File: config.mk
export PLATFORM = sky130hd
export DESIGN_NAME = usb2_schedule_pointer_regs
export DESIGN_NICKNAME = d
export VERILOG_FILES = /design/src/common/sched_ptr_pkg.sv /design/src/rtl/periodic_entry_addr.sv /design/src/rtl/usb2_schedule_pointer_regs.sv
export SDC_FILE = /design/constraint.sdc
export NUM_CORES = 1
export LEC_CHECK = 0
export BUFFER_PORTS_ARGS = -buffer_cell sky130_fd_sc_hd__buf_2
export CAP_MARGIN = 40
export CORE_MARGIN = 10
export CORE_UTILIZATION = 45
export DETAILED_ROUTE_END_ITERATION = 7
export PLACE_DENSITY = 0.86
export SLEW_MARGIN = 0
export SYNTH_ARGS = -nofsm -noshare
export SYNTH_HDL_FRONTEND = slang
export SYNTH_SLANG_ARGS = --single-unit
File: constraint.sdc
create_clock -name I_CLOCK -period 1.55 [get_ports I_CLOCK]
set_input_delay 0 -clock I_CLOCK [delete_from_list [all_inputs] [get_ports I_CLOCK]]
set_output_delay 0 -clock I_CLOCK [all_outputs]
set_load 0.02 [all_outputs]
File: src/common/sched_ptr_pkg.sv
package sched_ptr_pkg;
  // register offsets from the memory base of the host controller function
  localparam logic [7:0] OFS_PERIODIC_FRAME_LIST_START = 8'h34;
  localparam logic [7:0] OFS_ASYNC_LIST_NEXT_HEAD = 8'h38;
  localparam logic [7:0] OFS_PORT_ROUTING_CONFIG_FLAG = 8'h60;
  // reset values
  localparam logic [31:0] RST_PERIODIC_FRAME_LIST_START = 32'h0000_0000;
  localparam logic [31:0] RST_ASYNC_LIST_NEXT_HEAD = 32'h0000_0000;
  localparam logic [31:0] RST_PORT_ROUTING_CONFIG_FLAG = 32'h0000_0000;
  // field layout
  localparam int PTR_FIELD_LSB = 12;
  localparam int ASYNC_STORED_LSB = 5;
  localparam int CFG_FLAG_BIT = 0;
  localparam logic [31:0] PERIODIC_WRITE_MASK = 32'hffff_f000;
  localparam logic [31:0] ASYNC_WRITE_MASK = 32'hffff_ffe0;
  localparam logic [31:0] CFG_WRITE_MASK = 32'h0000_0001;
  // frame list index taken from counter bits N..3
  localparam int COUNTER_WIDTH = 14;
  localparam int INDEX_LSB = 3;
  localparam int INDEX_WIDTH = 10;
  localparam int ENTRY_BYTE_SHIFT = 2;
  typedef enum logic [1:0] {
    LIST_1024 = 2'h0,
    LIST_512 = 2'h1,
    LIST_256 = 2'h2,
    LIST_RSVD = 2'h3
  } frame_list_size_t;
endpackage

File: src/rtl/periodic_entry_addr.sv
`timescale 1ns/1ps
module periodic_entry_addr (
  // list start and counter
  input wire logic [19:0] i_start_bits,
  input wire logic [sched_ptr_pkg::COUNTER_WIDTH-1:0] i_counter,
  input wire sched_ptr_pkg::frame_list_size_t i_size,
  // formed low address word
  output logic [31:0] o_addr
);
  import sched_ptr_pkg::*;

  logic [INDEX_WIDTH-1:0] index;

  // reserved size code falls back to the full list so the index never leaves the page
  always_comb begin
    unique case (i_size)
      LIST_512: index = {1'b0, i_counter[11:INDEX_LSB]}; // [RULE15]
      LIST_256: index = {2'b00, i_counter[10:INDEX_LSB]}; // [RULE15]
      default: index = i_counter[12:INDEX_LSB]; // [RULE15]
    endcase
  end

  // one word per entry, page bits straight from the stored pointer
  assign o_addr = {i_start_bits, index, {ENTRY_BYTE_SHIFT{1'b0}}}; // [RULE4] [RULE16] [RULE3]
endmodule

File: src/rtl/usb2_schedule_pointer_regs.sv
`timescale 1ns/1ps
// Behaviour
// RULE1: with wide-address capability set, upper 32 fetch address bits come from segment register.
// RULE2: software writes the periodic list start before starting the schedule.
// RULE3: periodic list is 4 kB aligned; pointer supplies no low address bits.
// RULE4: entry address combines stored list start with the microframe counter.
// RULE5: periodic start field is bits 31..12; bits 11..0 reserved, reset zero.
// RULE6: async head register is 32 bits; bits 4..0 always read zero.
// RULE7: async queue head is 32-byte aligned, and the device relies on it.
// RULE8: async head field is bits 31..5; bits 4..0 reserved, reset zero.
// RULE9: software loads only queue head addresses into the async head field.
// RULE10: software writes reserved bits with zero.
// RULE11: config flag register holds one read-write bit 0, reset zero, rest reserved.
// RULE12: registers decode at offsets 34h, 38h, 60h from the function memory base.
// RULE13: flag 1 routes every port here; flag 0 routes to companion controller.
// RULE14: software sets the config flag as its final configuration step.
// RULE15: frame list index is counter bits N..3, N=12, 11, 10 by size.
// RULE16: entry address is start bits, index bits and two zero low bits.
module usb2_schedule_pointer_regs #(
  parameter int NUM_PORTS = 2
) (
  // clock and reset
  input wire logic I_CLOCK,
  input wire logic I_RST,
  // register access within the function memory window
  input wire logic I_REG_WR,
  input wire logic I_REG_RD,
  input wire logic [7:0] I_REG_ADDR,
  input wire logic [3:0] I_REG_BE,
  input wire logic [31:0] I_REG_WDATA,
  output logic [31:0] O_REG_RDATA,
  output logic O_REG_ACK,
  // schedule context from the rest of the controller
  input wire logic I_WIDE_ADDRESS_CAPABILITY,
  input wire logic [31:0] I_UPPER_ADDRESS_SEGMENT,
  input wire logic [sched_ptr_pkg::COUNTER_WIDTH-1:0] I_MICROFRAME_COUNTER,
  input wire sched_ptr_pkg::frame_list_size_t I_FRAME_LIST_SIZE_SELECT,
  // fetch addresses and port routing
  output logic [63:0] O_PERIODIC_ENTRY_ADDR,
  output logic [63:0] O_ASYNC_HEAD_ADDR,
  output logic O_PORT_OWNER_SELECT_FLAG,
  output logic [NUM_PORTS-1:0] O_PORT_ROUTE_TO_HS
);
  import sched_ptr_pkg::*;

  // stored registers
  logic [31:0] periodic_frame_list_start;
  logic [31:0] async_list_next_head;
  logic [31:0] port_routing_config_flag;

  // bus decode and write merge
  logic hit_periodic;
  logic hit_async;
  logic hit_cfg;
  logic write_periodic;
  logic write_async;
  logic write_cfg;
  logic access_any;
  logic [31:0] byte_mask;
  logic [31:0] next_periodic;
  logic [31:0] next_async;
  logic [31:0] next_cfg;

  // read values
  logic [31:0] periodic_read_value;
  logic [31:0] async_read_value;
  logic [31:0] cfg_read_value;
  logic [31:0] next_rdata;

  // fetch address parts
  logic [19:0] start_bits;
  logic [31:0] entry_low;
  logic [31:0] async_low;
  logic [31:0] upper_bits;
  logic flag_now;

  // lanes not enabled keep their old bytes; bits outside keep are never stored
  function automatic logic [31:0] merge_lanes(
    input logic [31:0] old_value,
    input logic [31:0] new_value,
    input logic [31:0] lanes,
    input logic [31:0] keep
  );
    merge_lanes = ((old_value & ~lanes) | (new_value & lanes)) & keep;
  endfunction

  assign hit_periodic = (I_REG_ADDR == OFS_PERIODIC_FRAME_LIST_START); // [RULE12]
  assign hit_async = (I_REG_ADDR == OFS_ASYNC_LIST_NEXT_HEAD); // [RULE12]
  assign hit_cfg = (I_REG_ADDR == OFS_PORT_ROUTING_CONFIG_FLAG); // [RULE12]

  assign write_periodic = I_REG_WR && hit_periodic;
  assign write_async = I_REG_WR && hit_async;
  // the flag lives in lane 0 alone, so a write without that lane leaves it as it is
  assign write_cfg = I_REG_WR && hit_cfg && I_REG_BE[0]; // [RULE11]
  assign access_any = I_REG_WR || I_REG_RD;

  // byte lanes let software update part of a pointer without a read-modify-write
  genvar b;
  generate
    for (b = 0; b < 4; b++) begin : g_lane
      assign byte_mask[b*8 +: 8] = {8{I_REG_BE[b]}};
    end
  endgenerate

  // low bits are dropped before storing, so stray writes cannot misalign a list
  assign next_periodic = merge_lanes(periodic_frame_list_start, I_REG_WDATA, byte_mask,
    PERIODIC_WRITE_MASK); // [RULE5] [RULE3]
  assign next_async = merge_lanes(async_list_next_head, I_REG_WDATA, byte_mask,
    ASYNC_WRITE_MASK); // [RULE6] [RULE7]
  assign next_cfg = I_REG_WDATA & CFG_WRITE_MASK; // [RULE11]

  always_ff @(posedge I_CLOCK) begin
    if (I_RST) begin
      periodic_frame_list_start <= RST_PERIODIC_FRAME_LIST_START; // [RULE5]
    end else if (write_periodic) begin
      periodic_frame_list_start <= next_periodic; // [RULE5]
    end
  end

  always_ff @(posedge I_CLOCK) begin
    if (I_RST) begin
      async_list_next_head <= RST_ASYNC_LIST_NEXT_HEAD; // [RULE8]
    end else if (write_async) begin
      async_list_next_head <= next_async; // [RULE8]
    end
  end

  always_ff @(posedge I_CLOCK) begin
    if (I_RST) begin
      port_routing_config_flag <= RST_PORT_ROUTING_CONFIG_FLAG; // [RULE11]
    end else if (write_cfg) begin
      port_routing_config_flag <= next_cfg; // [RULE11]
    end
  end

  assign periodic_read_value = periodic_frame_list_start & PERIODIC_WRITE_MASK; // [RULE5]
  assign async_read_value = async_list_next_head & ASYNC_WRITE_MASK; // [RULE6]
  assign cfg_read_value = port_routing_config_flag & CFG_WRITE_MASK; // [RULE11]

  // read mux; unmapped offsets return zero
  always_comb begin
    next_rdata = 32'h0000_0000;
    case (I_REG_ADDR)
      OFS_PERIODIC_FRAME_LIST_START: begin
        next_rdata = periodic_read_value; // [RULE12]
      end
      OFS_ASYNC_LIST_NEXT_HEAD: begin
        next_rdata = async_read_value; // [RULE12]
      end
      OFS_PORT_ROUTING_CONFIG_FLAG: begin
        next_rdata = cfg_read_value; // [RULE12]
      end
      default: begin
        next_rdata = 32'h0000_0000;
      end
    endcase
  end

  always_ff @(posedge I_CLOCK) begin
    if (I_RST) begin
      O_REG_RDATA <= 32'h0000_0000;
    end else if (I_REG_RD) begin
      O_REG_RDATA <= next_rdata;
    end
  end

  always_ff @(posedge I_CLOCK) begin
    if (I_RST) begin
      O_REG_ACK <= 1'b0;
    end else if (access_any) begin
      O_REG_ACK <= 1'b1;
    end else begin
      O_REG_ACK <= 1'b0;
    end
  end

  assign start_bits = periodic_frame_list_start[31:PTR_FIELD_LSB]; // [RULE3]

  periodic_entry_addr u_entry (
    .i_start_bits(start_bits),
    .i_counter(I_MICROFRAME_COUNTER),
    .i_size(I_FRAME_LIST_SIZE_SELECT),
    .o_addr(entry_low)
  );

  // without the capability the upper half is forced to zero
  assign upper_bits = I_WIDE_ADDRESS_CAPABILITY ? I_UPPER_ADDRESS_SEGMENT : 32'h0000_0000; // [RULE1]
  assign async_low = async_read_value; // [RULE7]

  always_ff @(posedge I_CLOCK) begin
    if (I_RST) begin
      O_PERIODIC_ENTRY_ADDR <= 64'h0;
    end else begin
      O_PERIODIC_ENTRY_ADDR <= {upper_bits, entry_low}; // [RULE1] [RULE4]
    end
  end

  always_ff @(posedge I_CLOCK) begin
    if (I_RST) begin
      O_ASYNC_HEAD_ADDR <= 64'h0;
    end else begin
      O_ASYNC_HEAD_ADDR <= {upper_bits, async_low}; // [RULE1] [RULE7]
    end
  end

  // the owner flag is shown at once; routing follows it one cycle later
  assign flag_now = port_routing_config_flag[CFG_FLAG_BIT];
  assign O_PORT_OWNER_SELECT_FLAG = flag_now; // [RULE11]

  // every port follows the one flag; the companion takes the port when it is clear
  genvar p;
  generate
    for (p = 0; p < NUM_PORTS; p++) begin : g_route
      always_ff @(posedge I_CLOCK) begin
        if (I_RST) begin
          O_PORT_ROUTE_TO_HS[p] <= 1'b0;
        end else begin
          O_PORT_ROUTE_TO_HS[p] <= flag_now; // [RULE13]
        end
      end
    end
  endgenerate
endmodule

==> Yosys cells after proc, flatten, opt, wreduce, memory -nomap -nowiden <==
Cells that the tools add are included.
{ "op_classes": {"n_eq_ne": 5, "muxes": 4, "bitwise": 6, "n_reduce_logical": 5} }
{ "ops": {"columns": ["cell", "n"], "rows": [
  ["32-bit AND", 3],
  ["32-bit one-hot mux with 3 select lines", 1],
  ["32-bit bitwise OR", 2],
  ["32-bit 2-to-1 mux", 1],
  ["32-bit inverter", 1],
  ["10-bit one-hot mux with 2 select lines", 1],
  ["8-bit by 6-bit == test with 1-bit output, second input constant", 2],
  ["8-bit by 7-bit == test with 1-bit output, second input constant", 1],
  ["1-bit logical AND", 4],
  ["2-bit by 1-bit == test with 1-bit output, second input constant", 1],
  ["2-bit == test, second input constant", 1],
  ["1-bit logical OR", 1],
  ["1-bit 2-to-1 mux", 1]
]} }
{ "totals": {"register_bits": 210, "inputBits": 97, "wordCells": 30} }

==> Logic depth before layout (Yosys ltp) <==
Gate-level depths: netlist of run 1.
{ "depth": {"depth_word": 3, "ltp_mapped": 5, "mapped_depth_nobuf": 4} }

==> Cells and area by module <==
Synthesis of run 1 repeated with hierarchy kept, for this count alone.
{ "hier_totals": {"cells_unflattened": 590, "hier_area_um2": 6217.2} }
{ "by_module_without_submodules": {"columns": ["module", "instances", "cells_each", "area_per_inst_um2", "seq_area_each_um2"], "rows": [
  ["usb2_schedule_pointer_regs", 1, 555, 5958.2, 3383.2],
  ["periodic_entry_addr", 1, 35, 259.0, 0.0]
]} }

==> Worst setup path after synthesis of run 1 <==
No wires, ideal clock.
{ "synth_timing": {"path_kind": "in2reg", "startpoint": "in I_REG_WR", "endpoint": "reg (tool-made name)", "t_arrival_ns": 1.003, "required_time_ns": 1.429, "path_slack_ns": 0.427, "path_stages": 3, "path_buffers": 1, "cell_sequence": "buf_1 -> nand4_2 -> mux2_2"} }
{ "synth_lines": {"columns": ["element", "line", "source"], "rows": [
  ["start, declared", "usb2_schedule_pointer_regs.sv:26", "input wire logic I_REG_WR,"]
]} }

==> results of run 1 <==
## layout by cell type (no fill, tap or decap), drive strengths merged, types with 10 or more instances in the layout
cell | Yosys | layout
buf | 53 | 261
dfxtp | 167 | 167
dlygate4sd3 | 0 | 77
nand2b | 68 | 68
inv | 41 | 41
mux2i | 40 | 40
and2 | 32 | 32
nor2b | 25 | 25
nand2 | 21 | 21
a22oi | 20 | 20
o21ai | 20 | 20
clkbuf | 18 | 19
nand4 | 16 | 16
conb | 1 | 11
clkinv | 0 | 10
## area by class of cell
type / count / area, um^2 / area share [%]
antenna: 1 / 2.50 / 0.0299
clock buffer: 19 / 453 / 5.40
clock inverter: 12 / 129 / 1.54
inverter: 41 / 154 / 1.84
multi-input combinational: 282 / 1950 / 23.3
sequential: 167 / 3340 / 39.9
tap: 172 / 215 / 2.57
timing repair buffer: 338 / 2130 / 25.4
## metrics by stage
stage	hold slack [ps]	TNS (ps)
after floorplan	121	0
after global placement	200	0
after detailed placement	203	0
after CTS	3.70	0
after global routing	10.3	-5.17
final	31.1	0
## path summary, 6_finish.rpt
path | from | to | cells after the start
setup / recovery | I_REG_ADDR[2] | flop | 8
hold / removal | I_REG_BE[3] | flop | 3
setup reg to reg | flop | flop | 2
hold reg to reg | O_REG_RDATA[28] | O_REG_RDATA[28] | 2
## what timing repair did
item,4_1_cts,5_1_grt
gates resized for setup,0,1
endpoints found under the setup margin,0,2
hold endpoints to repair,99,0
hold buffers,77,0
setup buffers,0,0
## cells by family after synthesis
kind of cell / Yosys count / share of synthesized area [%]
flops: 167 / 56.9
other cells: 1 / 0.0639
simple gates: 174 / 18.9
fa+ha+maj: 1 / 0.213
mux: 48 / 8.35
compound gates: 48 / 4.94
buf+inv: 112 / 10.5
## power breakdown
group	internal, uW	total, uW	switching (uW)	leakage [uW]
clock network	2450	4100	1650	0.000292
logic	353	735	382	0.00290
registers	4340	4370	23.5	0.00135
total	7140	9200	2060	0.00454
## critical path, delay by kind of cell
| family | cells | cell delay, ps |
|---|---|---|
| mux | 1 | 130 |
| simple gates | 2 | 290 |
| buf+inv | 5 | 1330 |
## metal layers
| metal | vias up | GRT usage [%] |
|---|---|---|
| met2 | 212 | 38.8 |
| met5 | - | 0 |
| met3 | 39 | 6.80 |
| met4 | 0 | 11.4 |
| met1 | 2255 | 19.8 |
| li1 | 2324 | - |
==> reports/summary.txt, run 1 <==
Worst-path fanout max - 13
Synth area leaders - dfxtp_1 57%, nand2b_1 7.2%, mux2i_1 6.8%
GRT Total Usage - 20.9%
Port bufs - 241
Initial antenna violation count - 1
Clock Path Buffers - 2
Vias/cell - 4.68
EDFF count, synth - 0
Design Area, Final - 0.00838 mm^2
Maximum VDD drop - 0.00117 V
Setup WS post-layout - 62.5 ps
Top_reg_cell synth - dfxtp_1
Cell Area, Placed - 0.00702 mm^2
Site Rows - 41
Core ar. - 0.0127 mm^2
Min Tclk post-route - 1490 ps
Max-slew violations - 0
Final RePlAce weighted congestion - 0.861
Pleak - 0.00454 uW
Synth Instances - 551
Hold Path Class - in -> reg
Critical Path Sink Type - flop
Sequential area share after synthesis - 56.9%
DRT antenna net count - 0
Top cell by count, worst path - buf_4
Layout cells sized above 1 - 36.0%
Top Metal Used - met4
DPL Wire Length - 12.9 mm
Syn avg cell area - 10.7 um^2
Number of placed cells counting well taps - 923
Yosys reg bits - 167
Metal2 WL - 10.3 mm
Number of library cell types mapped by synthesis - 27
Pin count of the biggest net entering global routing - 47
Cells along the critical path - dlygate4sd3_1, buf_2, nor4b_4, buf_4, buf_4, nand4_2, buf_4, mux2i_1
Boundary Pins - 261
Critical Path Start Type - input port
Synth top area share - 56.9%
Die H - 134 um
Nets - 945
Die Area - 0.0180 mm^2
First-pass GRT wire length - 29.4 mm
Clk_lat worst skew - 410 ps
Clock-pin slew on the worst setup and hold paths - 60 ps
Setup slack, reg-to-reg - 690 ps
Util after Layout - 65.9%
Synth warn - 0
TritonCTS Buffers - 17
Tot Pwr - 9200 uW
M1 wire length - 6.82 mm
Unrepaired setup endpoints after global routing - yes
Root Buffer - clkbuf_16
Post-synth top area cell - dfxtp_1
Fmax - 672 MHz
Worst-path cell with the longest stage delay - dlygate4sd3_1
Pwr/cell area - 1100 mW/mm^2
Max stage delay on crit path - 540 ps
DRC - 0
Pre-CTS setup slack - 140 ps
Synth cell count leaders - 167 x dfxtp_1, 68 x nand2b_1, 46 x buf_4
CP Data Arrival Time - 1780 ps
Final WL - 19.2 mm
Starting Density - 46.2%
CTS tree - done
MaxCap Viol Count - 0
Final Skew - 6.99 ps
Fin. Hold Viols - 0
Final Non-Filler Cells - 1,032
Worst EP required - 1840 ps
Worst slew pin tran - 490 ps
Number of global-route vias before repair - 5,232
DRT iter0 DRCs - 219
Top-count cell post-synth - dfxtp_1
CTS H-tree depth - 4
Cell Area, Synth - 0.00587 mm^2
Slew headroom - 66.8%
Vias - 4,830
Ys async rst share - 0%
Synthesis-to-finish area growth - 42.7%
Drt pass-1 iters - 4
Final period utilization - 96.0%
Die Wd - 134 um
FILL cells - 943
Wire per inst - 18.6 um
WS Path Type - in -> reg
Clock sink total - 167
Met3 Wirelength - 1.38 mm
Status - completed
# setup viols final - 0
Total congestion overflow - 0
Note: power is estimated with default switching activity, not from simulation.
==> run 2, diff against run 1 <==
--- a/config.mk
+++ b/config.mk
@@ -5,12 +5,13 @@
 export SDC_FILE = /design/constraint.sdc
 export NUM_CORES = 1
 export LEC_CHECK = 0
+export ABC_AREA = 1
 export BUFFER_PORTS_ARGS = -buffer_cell sky130_fd_sc_hd__buf_2
 export CAP_MARGIN = 40
 export CORE_MARGIN = 10
 export CORE_UTILIZATION = 45
 export DETAILED_ROUTE_END_ITERATION = 7
-export PLACE_DENSITY = 0.86
+export PLACE_DENSITY = 0.84
 export SLEW_MARGIN = 0
 export SYNTH_ARGS = -nofsm -noshare
 export SYNTH_HDL_FRONTEND = slang
==> reports/summary.txt, run 2 <==
Status - completed
Port bufs - 241
Synth cell count leaders - 184 x nor2_1, 167 x dfxtp_1, 126 x inv_1
Synthesis-to-finish area growth - 39.5%
FILL cells - 1,133
Pwr/cell area - 1110 mW/mm^2
GRT Total Usage - 20.9%
Setup slack, reg-to-reg - 730 ps
Boundary Pins - 261
Worst EP required - 1870 ps
Setup repair bufs after CTS - 0
Top-count cell post-synth - nor2_1
Site Rows - 43
Clock sink total - 167
Clock share of power - 47.0%
Hold path depth - 3
Starting Density - 45.9%
CTS H-tree depth - 4
Vias/cell - 4.69
Pleak - 0.00454 uW
DRT antenna net count - 0
Die Area - 0.0193 mm^2
DRC - 0
Min Tclk post-route - 1450 ps
Top_reg_cell synth - dfxtp_1
Sequential area share after synthesis - 52.7%
Unrepaired setup endpoints after global routing - no
Sw Ratio - 24.0%
Hold_sp - I_RST
Synth warn - 0
Setup TNS - 0 ps
DRT iter0 DRCs - 349
Reg power frac - 44.5%
Pin count of the biggest net entering global routing - 56
Util after Layout - 64.0%
# setup viols final - 0
Synth Instances - 837
Die H - 139 um
WS Path Type - in -> reg
Clk_lat worst skew - 420 ps
Reg2Reg Depth - 4
Syn avg cell area - 7.58 um^2
Number of library cell types mapped by synthesis - 24
Worst-path fanout max - 12
Critical Path Start Type - input port
First-pass GRT wire length - 32.8 mm
Reg-to-reg endpoint - O_REG_RDATA[16]
Final WL - 20.9 mm
Fmax - 689 MHz
Synth top area share - 52.7%
Initial antenna violation count - 3
Most frequent cells in the layout - 241 x buf_2, 184 x nor2_1, 167 x dfxtp_1
Hold Path Class - in -> reg
Synth area leaders - dfxtp_1 53%, nor2_1 11%, inv_1 7.4%
P_int - 7480 uW
CTS tree - done
EDFF count, synth - 0
Clock Path Buffers - 2
Ys async rst share - 0%
Wire per inst - 16.0 um
TritonCTS Buffers - 17
Final period utilization - 93.6%
MaxCap Viol Count - 0
Maximum VDD drop - 0.000727 V
Final Skew - 7.97 ps
Layout cells sized above 1 - 27.4%
Max-slew violations - 0
CP Data Arrival Time - 1770 ps
Vias - 6,128
Die Wd - 139 um
Clock-pin slew on the worst setup and hold paths - 70 ps
Drt pass-1 iters - 5
Root Buffer - clkbuf_16
Combinational power share - 8.5%
Post-synth top area cell - dfxtp_1
Critical Path Sink Type - flop
Cell Area, Synth - 0.00635 mm^2
DPL Wire Length - 14.4 mm
Yosys reg bits - 167
Core ar. - 0.0138 mm^2
Hold Path End - O_PERIODIC_ENTRY_ADDR[2]
Number of global-route vias before repair - 6,058
Nets - 1,210
Final RePlAce weighted congestion - 0.866
Fin. Hold Viols - 0
P_sw - 2360 uW
Total congestion overflow - 0
Leading cell type in the layout, fill and taps excluded - buf_2
## run 2: worst max path at each step
stage                             start         endpoint  slack [ps]  cells past startpoint
after floorplan           I_REG_ADDR[7]             flop         610                      9
after global placement    I_REG_ADDR[7]  O_REG_RDATA[13]         260                      9
after detailed placement  I_REG_ADDR[7]  O_REG_RDATA[25]         220                      9
after CTS                 I_REG_ADDR[0]             flop         130                     10
after global routing      I_REG_ADDR[0]             flop          10                     10
final                     I_REG_ADDR[0]             flop         100                     10
## run 2: power groups by stage
| stage | Combinational (uW) | Sequential (uW) | Clock (uW) |
|---|---|---|---|
| finish | 834 | 4380 | 4630 |
| global route | 902 | 4390 | 4870 |
| CTS | 821 | 4380 | 4690 |
| detailed placement | 668 | 4480 | 0 |
| global placement | 657 | 4470 | 0 |
| floorplan | 369 | 4550 | 0 |
## run 2: area by class of cell
type | count | area, um^2 | share of cell area (%)
Timing Repair Buffer | 330 | 2090 | 23.6
Inverter | 132 | 495 | 5.60
Antenna cell | 3 | 7.51 | 0.0848
Tap cell | 180 | 225 | 2.54
Multi-Input combinational cell | 464 | 2040 | 23.0
Clock buffer | 18 | 439 | 4.96
Clock inverter | 14 | 213 | 2.40
Sequential cell | 167 | 3340 | 37.8
## run 2: layer usage
metal	vias up	track usage (%)	wire length (um)
met2	275	36.5	10500
met4	0	8.51	639
met5	-	0	0
met3	34	7.95	1980
li1	3003	-	-
met1	2816	22.2	7830
## run 2: cell families (layout without fill, tap and decap cells)
kind of cell               after synthesis  in the layout  share of synthesized area [%]
other                                    1             14                         0.0591
adders and majority gates                1              1                          0.197
AOI/OAI and AO/OA                       42             42                           3.35
DFF                                    167            167                           52.7
and+or+nand+nor                        409            410                           27.7
buffers and inverters                  217            494                           16.0
## run 2: repair_timing
| item | CTS | global route |
|---|---|---|
| endpoints found under the hold margin | 91 | 0 |
| hold buffers | 75 | 0 |
| gates resized for setup | 0 | 1 |
| endpoints found under the setup margin | 0 | 10 |
## run 2: worst max-delay path, cell delays in order
cell,delay (ps)
dlygate4sd3_1,550
buf_2,130
inv_1,40
nand2_1,80
nor2_2,150
nand2_4,160
nor2_4,400
nand3_1,120
nand2_1,80
nor2_1,40
## run 2: metrics by stage
step	instances	instance area, um^2	hold WS, ps	total power, uW	setup slack [ps]
finish	1308	8850	14.5	9850	99.6
global route	1307	8850	29.6	10200	14.3
CTS	1304	8830	13.3	9890	135
detailed placement	1197	7430	208	5150	224
global placement	1197	7430	200	5130	263
floorplan	847	6390	107	4920	613
